## config.mk

```make
export PLATFORM = sky130hd
export DESIGN_NAME = pint_engine
export DESIGN_NICKNAME = d
export VERILOG_FILES = /design/src/hw/pint_pkg.sv /design/src/hw/pint_engine.sv
export SDC_FILE = /design/constraint.sdc
export NUM_CORES = 1
export LEC_CHECK = 0
export ABC_AREA = 1
export BUFFER_PORTS_ARGS = -buffer_cell sky130_fd_sc_hd__buf_2
export CORE_ASPECT_RATIO = 1.25
export CORE_MARGIN = 5
export CORE_UTILIZATION = 38
export CTS_CLUSTER_SIZE = 25
export DETAILED_ROUTE_END_ITERATION = 7
export SLEW_MARGIN = 40
export SYNTH_ARGS = -nofsm -noshare
export SYNTH_HDL_FRONTEND = slang
export SYNTH_SLANG_ARGS = --single-unit
```

## constraint.sdc

```tcl
create_clock -name clk_in -period 10.44 [get_ports clk_in]
set_input_delay 0.522 -clock clk_in [delete_from_list [all_inputs] [get_ports clk_in]]
set_output_delay 0.522 -clock clk_in [all_outputs]
set_load 0.1 [all_outputs]
```

## src/hw/pint_pkg.sv

```systemverilog
// Package for the pin interrupt and pattern match engine.
// Assumes a single 100 MHz clock domain and an APB register slave.
package pint_pkg;

  // ----------------------------------------------------------------
  // Geometry
  // ----------------------------------------------------------------
  localparam int unsigned NUM_CH     = 8;
  localparam int unsigned PIN_SEL_W  = 6;
  localparam int unsigned ADDR_W     = 8;

  // ----------------------------------------------------------------
  // Register offsets (byte addresses)
  // ----------------------------------------------------------------
  localparam logic [7:0] OFS_MODE    = 8'h00;  // 1 = level, 0 = edge
  localparam logic [7:0] OFS_ENRISE  = 8'h04;  // Rise enable / level enable
  localparam logic [7:0] OFS_ENFALL  = 8'h08;  // Fall enable / active high
  localparam logic [7:0] OFS_STATUS  = 8'h0C;  // Sticky, write one to clear
  localparam logic [7:0] OFS_MASK    = 8'h10;
  localparam logic [7:0] OFS_PMCTRL  = 8'h14;
  localparam logic [7:0] OFS_PMSRC   = 8'h18;  // 3 bits of input per slice
  localparam logic [7:0] OFS_PMCFG   = 8'h1C;  // 3-bit condition per slice
  localparam logic [7:0] OFS_PMEND   = 8'h20;  // Slice ends a product term
  localparam logic [7:0] OFS_PINSEL0 = 8'h24;  // Channels 0..3, byte each
  localparam logic [7:0] OFS_PINSEL1 = 8'h28;  // Channels 4..7
  localparam logic [7:0] OFS_PINS    = 8'h2C;  // Synchronised channel levels
  localparam logic [7:0] OFS_POWER   = 8'h30;  // Current power mode, read only

  // ----------------------------------------------------------------
  // Field positions and reset values
  // ----------------------------------------------------------------
  localparam int unsigned PMCTRL_SEL_BIT  = 0;  // 1 = pattern match mode
  localparam int unsigned PMCTRL_EV_BIT   = 1;  // Event notify enable
  localparam int unsigned PMCTRL_PIN_BIT  = 2;  // Route event to pin
  localparam int unsigned PMSRC_W         = 3;
  localparam int unsigned PMCFG_W         = 3;
  localparam logic [31:0] RST_ZERO        = 32'h0000_0000;
  localparam logic [7:0]  RST_PMEND       = 8'h80;  // Slice 7 ends by default
  localparam int unsigned EVENT_PULSE_CYC = 1;

  // ----------------------------------------------------------------
  // Types
  // ----------------------------------------------------------------
  typedef enum logic [2:0] {
    PM_CONST_HIGH,
    PM_STICKY_RISE,
    PM_STICKY_FALL,
    PM_STICKY_EDGE,
    PM_LEVEL_HIGH,
    PM_LEVEL_LOW,
    PM_CONST_LOW,
    PM_EVENT_EDGE
  } pint_cond_e;

  typedef enum logic [1:0] {
    PWR_ACTIVE,
    PWR_SLEEP,
    PWR_DEEP_SLEEP,
    PWR_POWER_DOWN
  } pint_pwr_e;

  typedef struct packed {
    logic [31:0] mode;
    logic [31:0] enrise;
    logic [31:0] enfall;
    logic [31:0] mask;
    logic [31:0] pmctrl;
    logic [31:0] pmsrc;
    logic [31:0] pmcfg;
    logic [31:0] pmend;
    logic [31:0] pinsel0;
    logic [31:0] pinsel1;
  } pint_cfg_s;

endpackage : pint_pkg

```

## src/hw/pint_engine.sv

```systemverilog
// Pin interrupt and pattern match engine with APB register slave.
// Assumes pins, power mode and APB are synchronous to clk_in except pins_in,
// which are synchronised here.
`timescale 1ns/1ps
`default_nettype none

// Summary of operation
// - Eight channels each pick any of the port pins and own one request line.
// - Edge channels request on rising, falling or both edges as configured.
// - Level channels request while the pin sits at the programmed active level.
// - Any pin request unmasked in mask raises wake-up in sleep, deep sleep or power down.
// - In pattern mode the eight selected pins feed a boolean expression.
// - Each slice tests a level or a transition; slices chain into product terms.
// - Each slice that ends a product term drives its own request when satisfied.
// - When enabled, any pattern match emits a cpu event notification.
// - The event notification can be routed out to a device pin.
// - Pattern match wakes the device only in active or sleep mode.
// - Pin choice is a system config selection, independent of pin muxing.
// - Registers answer every APB access in a single cycle, no wait state.
module pint_engine #(
  parameter int unsigned NUM_PINS = 50
) (
  input  wire logic                  clk_in,
  input  wire logic                  rst_in,
  input  wire logic                  psel_in,
  input  wire logic                  penable_in,
  input  wire logic                  pwrite_in,
  input  wire logic [7:0]            paddr_in,
  input  wire logic [31:0]           pwdata_in,
  output logic      [31:0]           prdata_out,
  output logic                       pready_out,
  output logic                       pslverr_out,
  input  wire logic [NUM_PINS-1:0]   pins_in,
  input  wire logic [1:0]            power_mode_in,
  output logic      [7:0]            irq_out,
  output logic                       irq_any_out,
  output logic                       cpu_event_notify_out,
  output logic                       event_pin_out,
  output logic                       wake_out
);

  // ----------------------------------------------------------------
  // Helpers
  // ----------------------------------------------------------------
  function automatic logic [7:0] field8(input logic [31:0] w, input int unsigned i);
    field8 = w[(i%4)*8 +: 8];
  endfunction : field8

  function automatic logic addr_hit(input logic [7:0] a, input logic [7:0] ofs);
    addr_hit = (a == ofs);
  endfunction : addr_hit

  pint_pkg::pint_cfg_s cfg;
  logic [7:0]          status;
  logic [7:0]          sel_raw;
  logic [7:0]          sync1;
  logic [7:0]          sync2;
  logic [7:0]          prev;
  logic [7:0]          rise;
  logic [7:0]          fall;
  logic [7:0]          pin_event;
  logic [7:0]          level_req;
  logic [7:0]          sticky_r;
  logic [7:0]          sticky_f;
  logic [7:0]          slice_true;
  logic [7:0]          term_match;
  logic [7:0]          next_status;
  logic                pm_mode;
  logic                wr_en;
  logic                rd_en;
  logic                mapped;
  logic                pm_wake;
  pint_pkg::pint_pwr_e pwr;

  assign pm_mode = cfg.pmctrl[pint_pkg::PMCTRL_SEL_BIT];
  assign wr_en   = psel_in && penable_in && pwrite_in;
  assign rd_en   = psel_in && !penable_in && !pwrite_in;
  assign pwr     = pint_pkg::pint_pwr_e'(power_mode_in);

  // ----------------------------------------------------------------
  // Pin selection and synchronisation
  // ----------------------------------------------------------------
  // Selection reads the raw pad level, so pin muxing has no say.
  for (genvar c = 0; c < 8; c++) begin : g_sel
    logic [7:0] idx;
    assign idx = field8(c < 4 ? cfg.pinsel0 : cfg.pinsel1, c);
    assign sel_raw[c] = (idx < NUM_PINS) ? pins_in[idx[5:0]] : 1'b0;
  end

  always_ff @(posedge clk_in or posedge rst_in) begin
    if (rst_in) begin
      sync1 <= 8'h00;
      sync2 <= 8'h00;
      prev  <= 8'h00;
    end else begin
      sync1 <= sel_raw;
      sync2 <= sync1;
      prev  <= sync2;
    end
  end

  assign rise = sync2 & ~prev;
  assign fall = ~sync2 & prev;

  // ----------------------------------------------------------------
  // Pin interrupt detection
  // ----------------------------------------------------------------
  // Level channel: enrise enables, enfall picks high (1) or low (0).
  assign pin_event = (~cfg.mode[7:0] & ((rise & cfg.enrise[7:0])
                                       | (fall & cfg.enfall[7:0])));
  assign level_req = cfg.mode[7:0] & cfg.enrise[7:0]
                     & ~(sync2 ^ cfg.enfall[7:0]);

  // ----------------------------------------------------------------
  // Pattern match slices
  // ----------------------------------------------------------------
  always_ff @(posedge clk_in or posedge rst_in) begin
    if (rst_in) begin
      sticky_r <= 8'h00;
      sticky_f <= 8'h00;
    end else begin
      for (int s = 0; s < 8; s++) begin
        logic [2:0] src;
        src = cfg.pmsrc[s*3 +: 3];
        if (!pm_mode) begin
          sticky_r[s] <= 1'b0;
          sticky_f[s] <= 1'b0;
        end else begin
          sticky_r[s] <= sticky_r[s] | rise[src];
          sticky_f[s] <= sticky_f[s] | fall[src];
        end
      end
    end
  end

  for (genvar s = 0; s < 8; s++) begin : g_slice
    logic [2:0] src;
    logic [2:0] cond;
    logic       lvl;
    logic       any_edge;
    assign src      = cfg.pmsrc[s*3 +: 3];
    assign cond     = cfg.pmcfg[s*3 +: 3];
    assign lvl      = sync2[src];
    logic       hit;
    assign any_edge = rise[src] | fall[src];
    // Local result, so each slice process writes only its own variable
    always_comb begin
      case (pint_pkg::pint_cond_e'(cond))
        pint_pkg::PM_CONST_HIGH:  hit = 1'b1;
        pint_pkg::PM_STICKY_RISE: hit = sticky_r[s] | rise[src];
        pint_pkg::PM_STICKY_FALL: hit = sticky_f[s] | fall[src];
        pint_pkg::PM_STICKY_EDGE: hit = sticky_r[s] | sticky_f[s] | any_edge;
        pint_pkg::PM_LEVEL_HIGH:  hit = lvl;
        pint_pkg::PM_LEVEL_LOW:   hit = !lvl;
        pint_pkg::PM_CONST_LOW:   hit = 1'b0;
        pint_pkg::PM_EVENT_EDGE:  hit = any_edge;
        default:                  hit = 1'b0;
      endcase
    end
    assign slice_true[s] = hit;
  end

  // A product term spans from after the previous end slice up to this one.
  always_comb begin
    logic acc;
    acc = 1'b1;
    term_match = 8'h00;
    for (int s = 0; s < 8; s++) begin
      acc = acc & slice_true[s];
      if (cfg.pmend[s]) begin
        term_match[s] = acc & pm_mode;
        acc = 1'b1;
      end
    end
  end

  // ----------------------------------------------------------------
  // Status and interrupts
  // ----------------------------------------------------------------
  // Set wins over a write-one-clear in the same cycle.
  always_comb begin
    next_status = status;
    if (wr_en && addr_hit(paddr_in, pint_pkg::OFS_STATUS)) begin
      next_status = next_status & ~pwdata_in[7:0];
    end
    if (pm_mode) begin
      next_status = next_status | term_match;
    end else begin
      next_status = next_status | pin_event | level_req;
    end
  end

  always_ff @(posedge clk_in or posedge rst_in) begin
    if (rst_in) begin
      status <= 8'h00;
    end else begin
      status <= next_status;
    end
  end

  assign pm_wake = (pwr == pint_pkg::PWR_ACTIVE) || (pwr == pint_pkg::PWR_SLEEP);

  always_ff @(posedge clk_in or posedge rst_in) begin
    if (rst_in) begin
      irq_out              <= 8'h00;
      irq_any_out          <= 1'b0;
      cpu_event_notify_out <= 1'b0;
      event_pin_out        <= 1'b0;
      wake_out             <= 1'b0;
    end else begin
      irq_out     <= next_status & cfg.mask[7:0];
      irq_any_out <= |(next_status & cfg.mask[7:0]);
      cpu_event_notify_out <= cfg.pmctrl[pint_pkg::PMCTRL_EV_BIT] && |term_match;
      event_pin_out <= cfg.pmctrl[pint_pkg::PMCTRL_PIN_BIT]
                       && cfg.pmctrl[pint_pkg::PMCTRL_EV_BIT] && |term_match;
      if (pm_mode) begin
        wake_out <= pm_wake && |(next_status & cfg.mask[7:0]);
      end else begin
        wake_out <= |(next_status & cfg.mask[7:0]);
      end
    end
  end

  // ----------------------------------------------------------------
  // APB register slave
  // ----------------------------------------------------------------
  always_ff @(posedge clk_in or posedge rst_in) begin
    if (rst_in) begin
      cfg       <= '0;
      cfg.pmend <= {24'h00_0000, pint_pkg::RST_PMEND};
    end else if (wr_en) begin
      case (paddr_in)
        pint_pkg::OFS_MODE:    cfg.mode    <= {24'h00_0000, pwdata_in[7:0]};
        pint_pkg::OFS_ENRISE:  cfg.enrise  <= {24'h00_0000, pwdata_in[7:0]};
        pint_pkg::OFS_ENFALL:  cfg.enfall  <= {24'h00_0000, pwdata_in[7:0]};
        pint_pkg::OFS_MASK:    cfg.mask    <= {24'h00_0000, pwdata_in[7:0]};
        pint_pkg::OFS_PMCTRL:  cfg.pmctrl  <= {29'h0000_0000, pwdata_in[2:0]};
        pint_pkg::OFS_PMSRC:   cfg.pmsrc   <= {8'h00, pwdata_in[23:0]};
        pint_pkg::OFS_PMCFG:   cfg.pmcfg   <= {8'h00, pwdata_in[23:0]};
        pint_pkg::OFS_PMEND:   cfg.pmend   <= {24'h00_0000, pwdata_in[7:0]};
        pint_pkg::OFS_PINSEL0: cfg.pinsel0 <= pwdata_in;
        pint_pkg::OFS_PINSEL1: cfg.pinsel1 <= pwdata_in;
        default:               cfg.mode    <= cfg.mode;
      endcase
    end
  end

  assign mapped = (paddr_in[1:0] == 2'b00) && (paddr_in <= pint_pkg::OFS_POWER);

  // Read data captured in setup so the access phase ends in one cycle.
  always_ff @(posedge clk_in or posedge rst_in) begin
    if (rst_in) begin
      prdata_out  <= 32'h0000_0000;
      pready_out  <= 1'b0;
      pslverr_out <= 1'b0;
    end else begin
      pready_out  <= psel_in && !penable_in;
      pslverr_out <= psel_in && !penable_in && !mapped;
      if (rd_en) begin
        case (paddr_in)
          pint_pkg::OFS_MODE:    prdata_out <= cfg.mode;
          pint_pkg::OFS_ENRISE:  prdata_out <= cfg.enrise;
          pint_pkg::OFS_ENFALL:  prdata_out <= cfg.enfall;
          pint_pkg::OFS_STATUS:  prdata_out <= {24'h00_0000, status};
          pint_pkg::OFS_MASK:    prdata_out <= cfg.mask;
          pint_pkg::OFS_PMCTRL:  prdata_out <= cfg.pmctrl;
          pint_pkg::OFS_PMSRC:   prdata_out <= cfg.pmsrc;
          pint_pkg::OFS_PMCFG:   prdata_out <= cfg.pmcfg;
          pint_pkg::OFS_PMEND:   prdata_out <= cfg.pmend;
          pint_pkg::OFS_PINSEL0: prdata_out <= cfg.pinsel0;
          pint_pkg::OFS_PINSEL1: prdata_out <= cfg.pinsel1;
          pint_pkg::OFS_PINS:    prdata_out <= {24'h00_0000, sync2};
          pint_pkg::OFS_POWER:   prdata_out <= {30'h0000_0000, power_mode_in};
          default:               prdata_out <= 32'h0000_0000;
        endcase
      end
    end
  end

  // ----------------------------------------------------------------
  // Assertions
  // ----------------------------------------------------------------
  a_apb_single_cycle: assert property (@(posedge clk_in) disable iff (rst_in)
    psel_in && !penable_in |=> pready_out)
    else $error("APB access not answered in one cycle");

  a_sync_two_stage: assert property (@(posedge clk_in) disable iff (rst_in)
    sync2 == $past(sel_raw, 2) || $past(rst_in, 2))
    else $error("Pin synchroniser is not two stages");

  a_rise_sets_flag: assert property (@(posedge clk_in) disable iff (rst_in)
    !pm_mode && !cfg.mode[0] && cfg.enrise[0] && rise[0] |=> status[0])
    else $error("Rising edge did not set channel zero");

  a_level_holds_flag: assert property (@(posedge clk_in) disable iff (rst_in)
    !pm_mode && level_req[0] |=> status[0])
    else $error("Active level did not hold channel zero");

  a_irq_follows: assert property (@(posedge clk_in) disable iff (rst_in)
    irq_out == (status & cfg.mask[7:0]) || $changed(status) || $changed(cfg.mask))
    else $error("Interrupt line disagrees with status and mask");

  a_wake_pin_mode: assert property (@(posedge clk_in) disable iff (rst_in)
    !pm_mode && |(next_status & cfg.mask[7:0]) |=> wake_out)
    else $error("Pin interrupt did not wake");

  a_no_deep_wake: assert property (@(posedge clk_in) disable iff (rst_in)
    pm_mode && !pm_wake |=> !wake_out)
    else $error("Pattern match woke from deep mode");

  a_event_notify: assert property (@(posedge clk_in) disable iff (rst_in)
    cfg.pmctrl[pint_pkg::PMCTRL_EV_BIT] && |term_match |=> cpu_event_notify_out)
    else $error("Pattern match gave no event");

  a_event_pin: assert property (@(posedge clk_in) disable iff (rst_in)
    event_pin_out |-> cpu_event_notify_out)
    else $error("Event pin without event");

  a_term_flag: assert property (@(posedge clk_in) disable iff (rst_in)
    |term_match |=> (status & $past(term_match)) == $past(term_match))
    else $error("Product term did not set its flag");

  a_edge_sets_all: assert property (@(posedge clk_in) disable iff (rst_in)
    !pm_mode && |pin_event |=> (status & $past(pin_event)) == $past(pin_event))
    else $error("Edge event did not set its channel flag");

  a_level_sets_all: assert property (@(posedge clk_in) disable iff (rst_in)
    !pm_mode && |level_req |=> (status & $past(level_req)) == $past(level_req))
    else $error("Active level did not set its channel flag");

  a_unmapped_err: assert property (@(posedge clk_in) disable iff (rst_in)
    psel_in && !penable_in && !mapped |=> pslverr_out)
    else $error("Unmapped access gave no slave error");

  a_event_pin_on: assert property (@(posedge clk_in) disable iff (rst_in)
    cfg.pmctrl[pint_pkg::PMCTRL_PIN_BIT] && cfg.pmctrl[pint_pkg::PMCTRL_EV_BIT]
    && |term_match |=> event_pin_out)
    else $error("Routed event did not reach the pin");

  a_no_idle_wake: assert property (@(posedge clk_in) disable iff (rst_in)
    !(|(next_status & cfg.mask[7:0])) |=> !wake_out)
    else $error("Wake raised with no masked request");

  // Sticky edge memory must not survive a return to pin mode
  a_sticky_cleared: assert property (@(posedge clk_in) disable iff (rst_in)
    !pm_mode |=> sticky_r == 8'h00 && sticky_f == 8'h00)
    else $error("Sticky slice edges kept outside pattern mode");

endmodule : pint_engine

`default_nettype wire

```

==> flow_metrics.py <==
metrics = {
    "yosys": {
        "synthCells": 2401,
        "synth_cell_types": 53,
        "synth_top_area_frac": 0.380,
        "syn-num-nets": 2498,
        "async_reset_ff_frac": 1.00,
        "yosys-top-cells-area": "dfrtp_1 (38%), o21ai_0 (16%), nand2_1 (11%)",
        "syn_area_um2": 16300,
        "ys.flop_type": "dfrtp_1",
        "synth_edf_count": 0,
        "ys_seq_elements": 249,
        "synthAdderAreaFrac": 0,
        "synth_top_family_by_area": "compound AO/OA/AOI/OAI gates",
        "synth_largest_area_cell": "dfrtp_1",
        "avgSynthCellArea_um2": 6.80,
        "yosys.area_share.simple": 0.211,
        "yosys_warnings": 0,
        "synth-seq-area-share": 0.382,
        "synth-compound-area-share": 0.309,
        "muxShareOfSynthArea": 0.00123,
        "yosys.area_share.xor_xnor": 0,
    },
    "layout": {
        "diodes": 0,
        "fin_nets": 2542,
        "drive_above_1_share": 0.0985,
        "instances_no_fill": 3032,
        "final_util": 0.427,
        "finish.instance_area_um2": 18300,
        "area_growth_pct": 11.8,
        "n_fill_cell": 4540,
    },
    "timing": {
        "finalSetupViolCount": 0,
        "slew_violations": 0,
        "period_share": 0.322,
        "slew_headroom": 0.436,
        "clock_skew_ps": 22.0,
        "min_period_ps": 3360,
        "hold_viol_final": 0,
        "fin_hold_ws_ps": 155,
        "fin_setup_tns_ps": 0,
        "clock.fmax_mhz": 297,
        "worstMarginPinSlew_ps": 844,
        "rsz0062_at_grt": "no",
    },
    "global_route": {
        "antenna_found_initial": 0,
        "grt_first_pass_wirelength_um": 103000,
        "grt_overflow_total": 0,
        "grt_start_max_net_pins": 76,
        "track_usage": 0.272,
        "grt_pass1_vias": 16752,
    },
    "setup_path": {
        "criticalPathCategory": "register to register",
        "timing.critical_path.mode_cell": "nand2_1",
        "r2r_end": "event_pin_out",
        "r2r_cells": 24,
        "cp_slowest_cell": "inv_1",
        "worst-r2r-setup-slack_ps": 7080,
        "crit_required_ps": 10880,
        "rr_startpoint": "sync2[6]",
        "worstSetupEndpointType": "register",
        "path_max_fanout": 15,
        "crit_path_start_kind": "register",
        "critPathMaxStageDelay_ps": 510,
        "path_cells": "inv_1 > nor2_1 > nand2_1 > nand3_1 > nand3_1 > nand3_1 > nand2_1 > nand2_1 > nand2_1 > nand3_2 > nand2_2 > nand2_2 > nand2_1 > nand2_1 > nand2_1 > nand2_1 > nand2_1 > nand2_1 > nand2_1 > nand2_1 > nand3_1 > nand4_1 > a21oi_1 > nor2_1",
        "crit_arrival_ps": 3810,
    },
    "route": {
        "vias_per_cell": 5.88,
        "first_pass_iters": 6,
        "routed.top_layer": "met4",
        "ant_nets": 0,
        "wl_per_cell_um": 22.1,
        "drc": 0,
        "drt-initial-drc-count": 1932,
        "route.met2.wl_um": 32300,
        "wl_um": 66900,
        "routed-wl-met3_um": 4990,
        "m1WireLength_um": 26200,
        "via_count": 17841,
    },
    "clock_network": {
        "clkSlewWorstSetupHoldPaths_ps": 60,
        "cts.hold.buffers_added": 1,
        "cts_tree": "built",
        "cts_buffers": 29,
        "cts-root-buf": "clkbuf_16",
        "cts_htree_levels": 1,
        "cts_num_sinks": 249,
        "cts_buffer_depth": 3,
        "post-cts-setup-buffers": 0,
        "ctsResizeCount": 0,
        "clkLatencyLatePin_ps": 570,
    },
    "placement": {
        "place.detailed.hpwl_um": 49100,
        "portBuffers": 142,
        "gp_congestion": 0.972,
        "place_inst": 2978,
        "placed_area_um2": 17300,
    },
    "die": {
        "die_x_um": 195,
        "fp.dieArea_um2": 47200,
        "io_pins": 143,
        "die_height_um": 242,
        "core-area_um2": 42800,
        "rows": 85,
        "initial_utilization": 0.382,
    },
    "job": {
        "drv_cap": 0,
    },
    "min_path": {
        "min_path_type": "primary input to register",
        "worstHoldEndpoint": "pready_out",
        "whs_path_depth": 2,
        "hold_path.startpoint": "penable_in",
    },
    "power_and_ir_drop": {
        "p_leak_uw": 0.00800,
        "ir_drop_uv": 100,
        "power_density_nw_per_um2": 124,
    },
    "status": {
        "status": "completed",
    },
}
## cell usage after synthesis (11+ instances only)
| master | n |
|---|---|
| a21oi_1 | 165 |
| a221oi_1 | 42 |
| a31oi_1 | 12 |
| buf_2 | 12 |
| clkbuf_1 | 121 |
| dfrtp_1 | 248 |
| inv_1 | 254 |
| nand2_1 | 496 |
| nand3_1 | 93 |
| nand4_1 | 11 |
| nor2_1 | 202 |
| nor3_1 | 14 |
| o211ai_1 | 37 |
| o21ai_0 | 507 |
| o22ai_1 | 65 |
## power breakdown
group / total, µW / switching (µW) / internal [µW] / leakage, µW
Sequential: 1010 / 28.8 / 981 / 0.00336
Combinational: 256 / 191 / 65.2 / 0.00421
Clock: 989 / 434 / 555 / 0.000437
Total: 2260 / 654 / 1600 / 0.00800
## worst max path at each step
stage                            from              endpoint  slack (ps)  depth (start not counted)
after detailed placement     sync2[6]         event_pin_out        7140                         24
after floorplan                rst_in                cfg[0]        3080                          1
final                        sync2[6]         event_pin_out        7080                         24
after global placement    paddr_in[7]         prdata_out[1]        6870                         12
after global routing         sync2[6]  cpu_event_notify_out        6700                         24
after CTS                    sync2[6]         event_pin_out        7140                         24
## metrics by stage
stage | power (µW) | worst slack (ps)
4_1_cts | 2270 | 7140
2_1_floorplan | 1160 | 3080
3_3_place_gp | 1270 | 6870
5_1_grt | 2340 | 6700
6_report | 2260 | 7080
3_5_place_dp | 1280 | 7140
## worst max-delay path: cells and delay by family, from the launching register on
kind            cells  cell delay (ps)
compound gates      1              280
simple gates       22             2040
flops               1              440
buf+inv             1              510
## cell families (layout without fill, tap and decap cells)
kind of cell	count (synthesis)	count (layout)
buffers and inverters	412	478
multiplexers	2	2
AND/OR/NAND/NOR	843	843
flip-flops	249	249
AO/OA/AOI/OAI	895	895
## final cells by class
type	instances	area [µm²]	area share
clock buffer	38	779	0.0427
clock inverter	15	129	0.00706
inverter	264	1000	0.0548
multi-input combinational	1740	8520	0.467
sequential	249	6240	0.342
tap	565	707	0.0387
timing repair buffer	161	883	0.0484
## placed cells by master, fill, tap and decap left out, types with 6 or more instances in the layout
cell type  instances
o21ai_0          507
a211oi_1           7
nand4_1           11
nand2_1          493
o211ai_1          37
nor2_1           202
nand3_1           93
clkbuf_16         29
o22ai_1           65
buf_4             15
a221oi_1          42
dfrtp_1          244
a21boi_0           8
inv_1            253
a21oi_1          165
buf_2            142
inv_2              6
a31oi_1           12
nand2_2           10
nor3_1            14
a311oi_1           6
clkbuf_1           7
clkinv_2           6
o311ai_0           8
o2111ai_1          9
## registers in the layout, summed over array words and instances, names as in the netlist
name	cells
prev	8
irq_out	8
prdata_out	32
cpu_event_notify_out	1
sync2	8
status	8
cfg	155
event_pin_out	1
sticky_f	8
sync1	8
sticky_r	8
pslverr_out	1
wake_out	1
irq_any_out	1
pready_out	1
## per-layer routing
metal  track usage  vias up
met5             0        -
met4         0.119        0
met3        0.0351      192
met2         0.462      935
met1         0.346     8444
li1              -     8270
No activity file was read; power rests on OpenSTA's default activity.
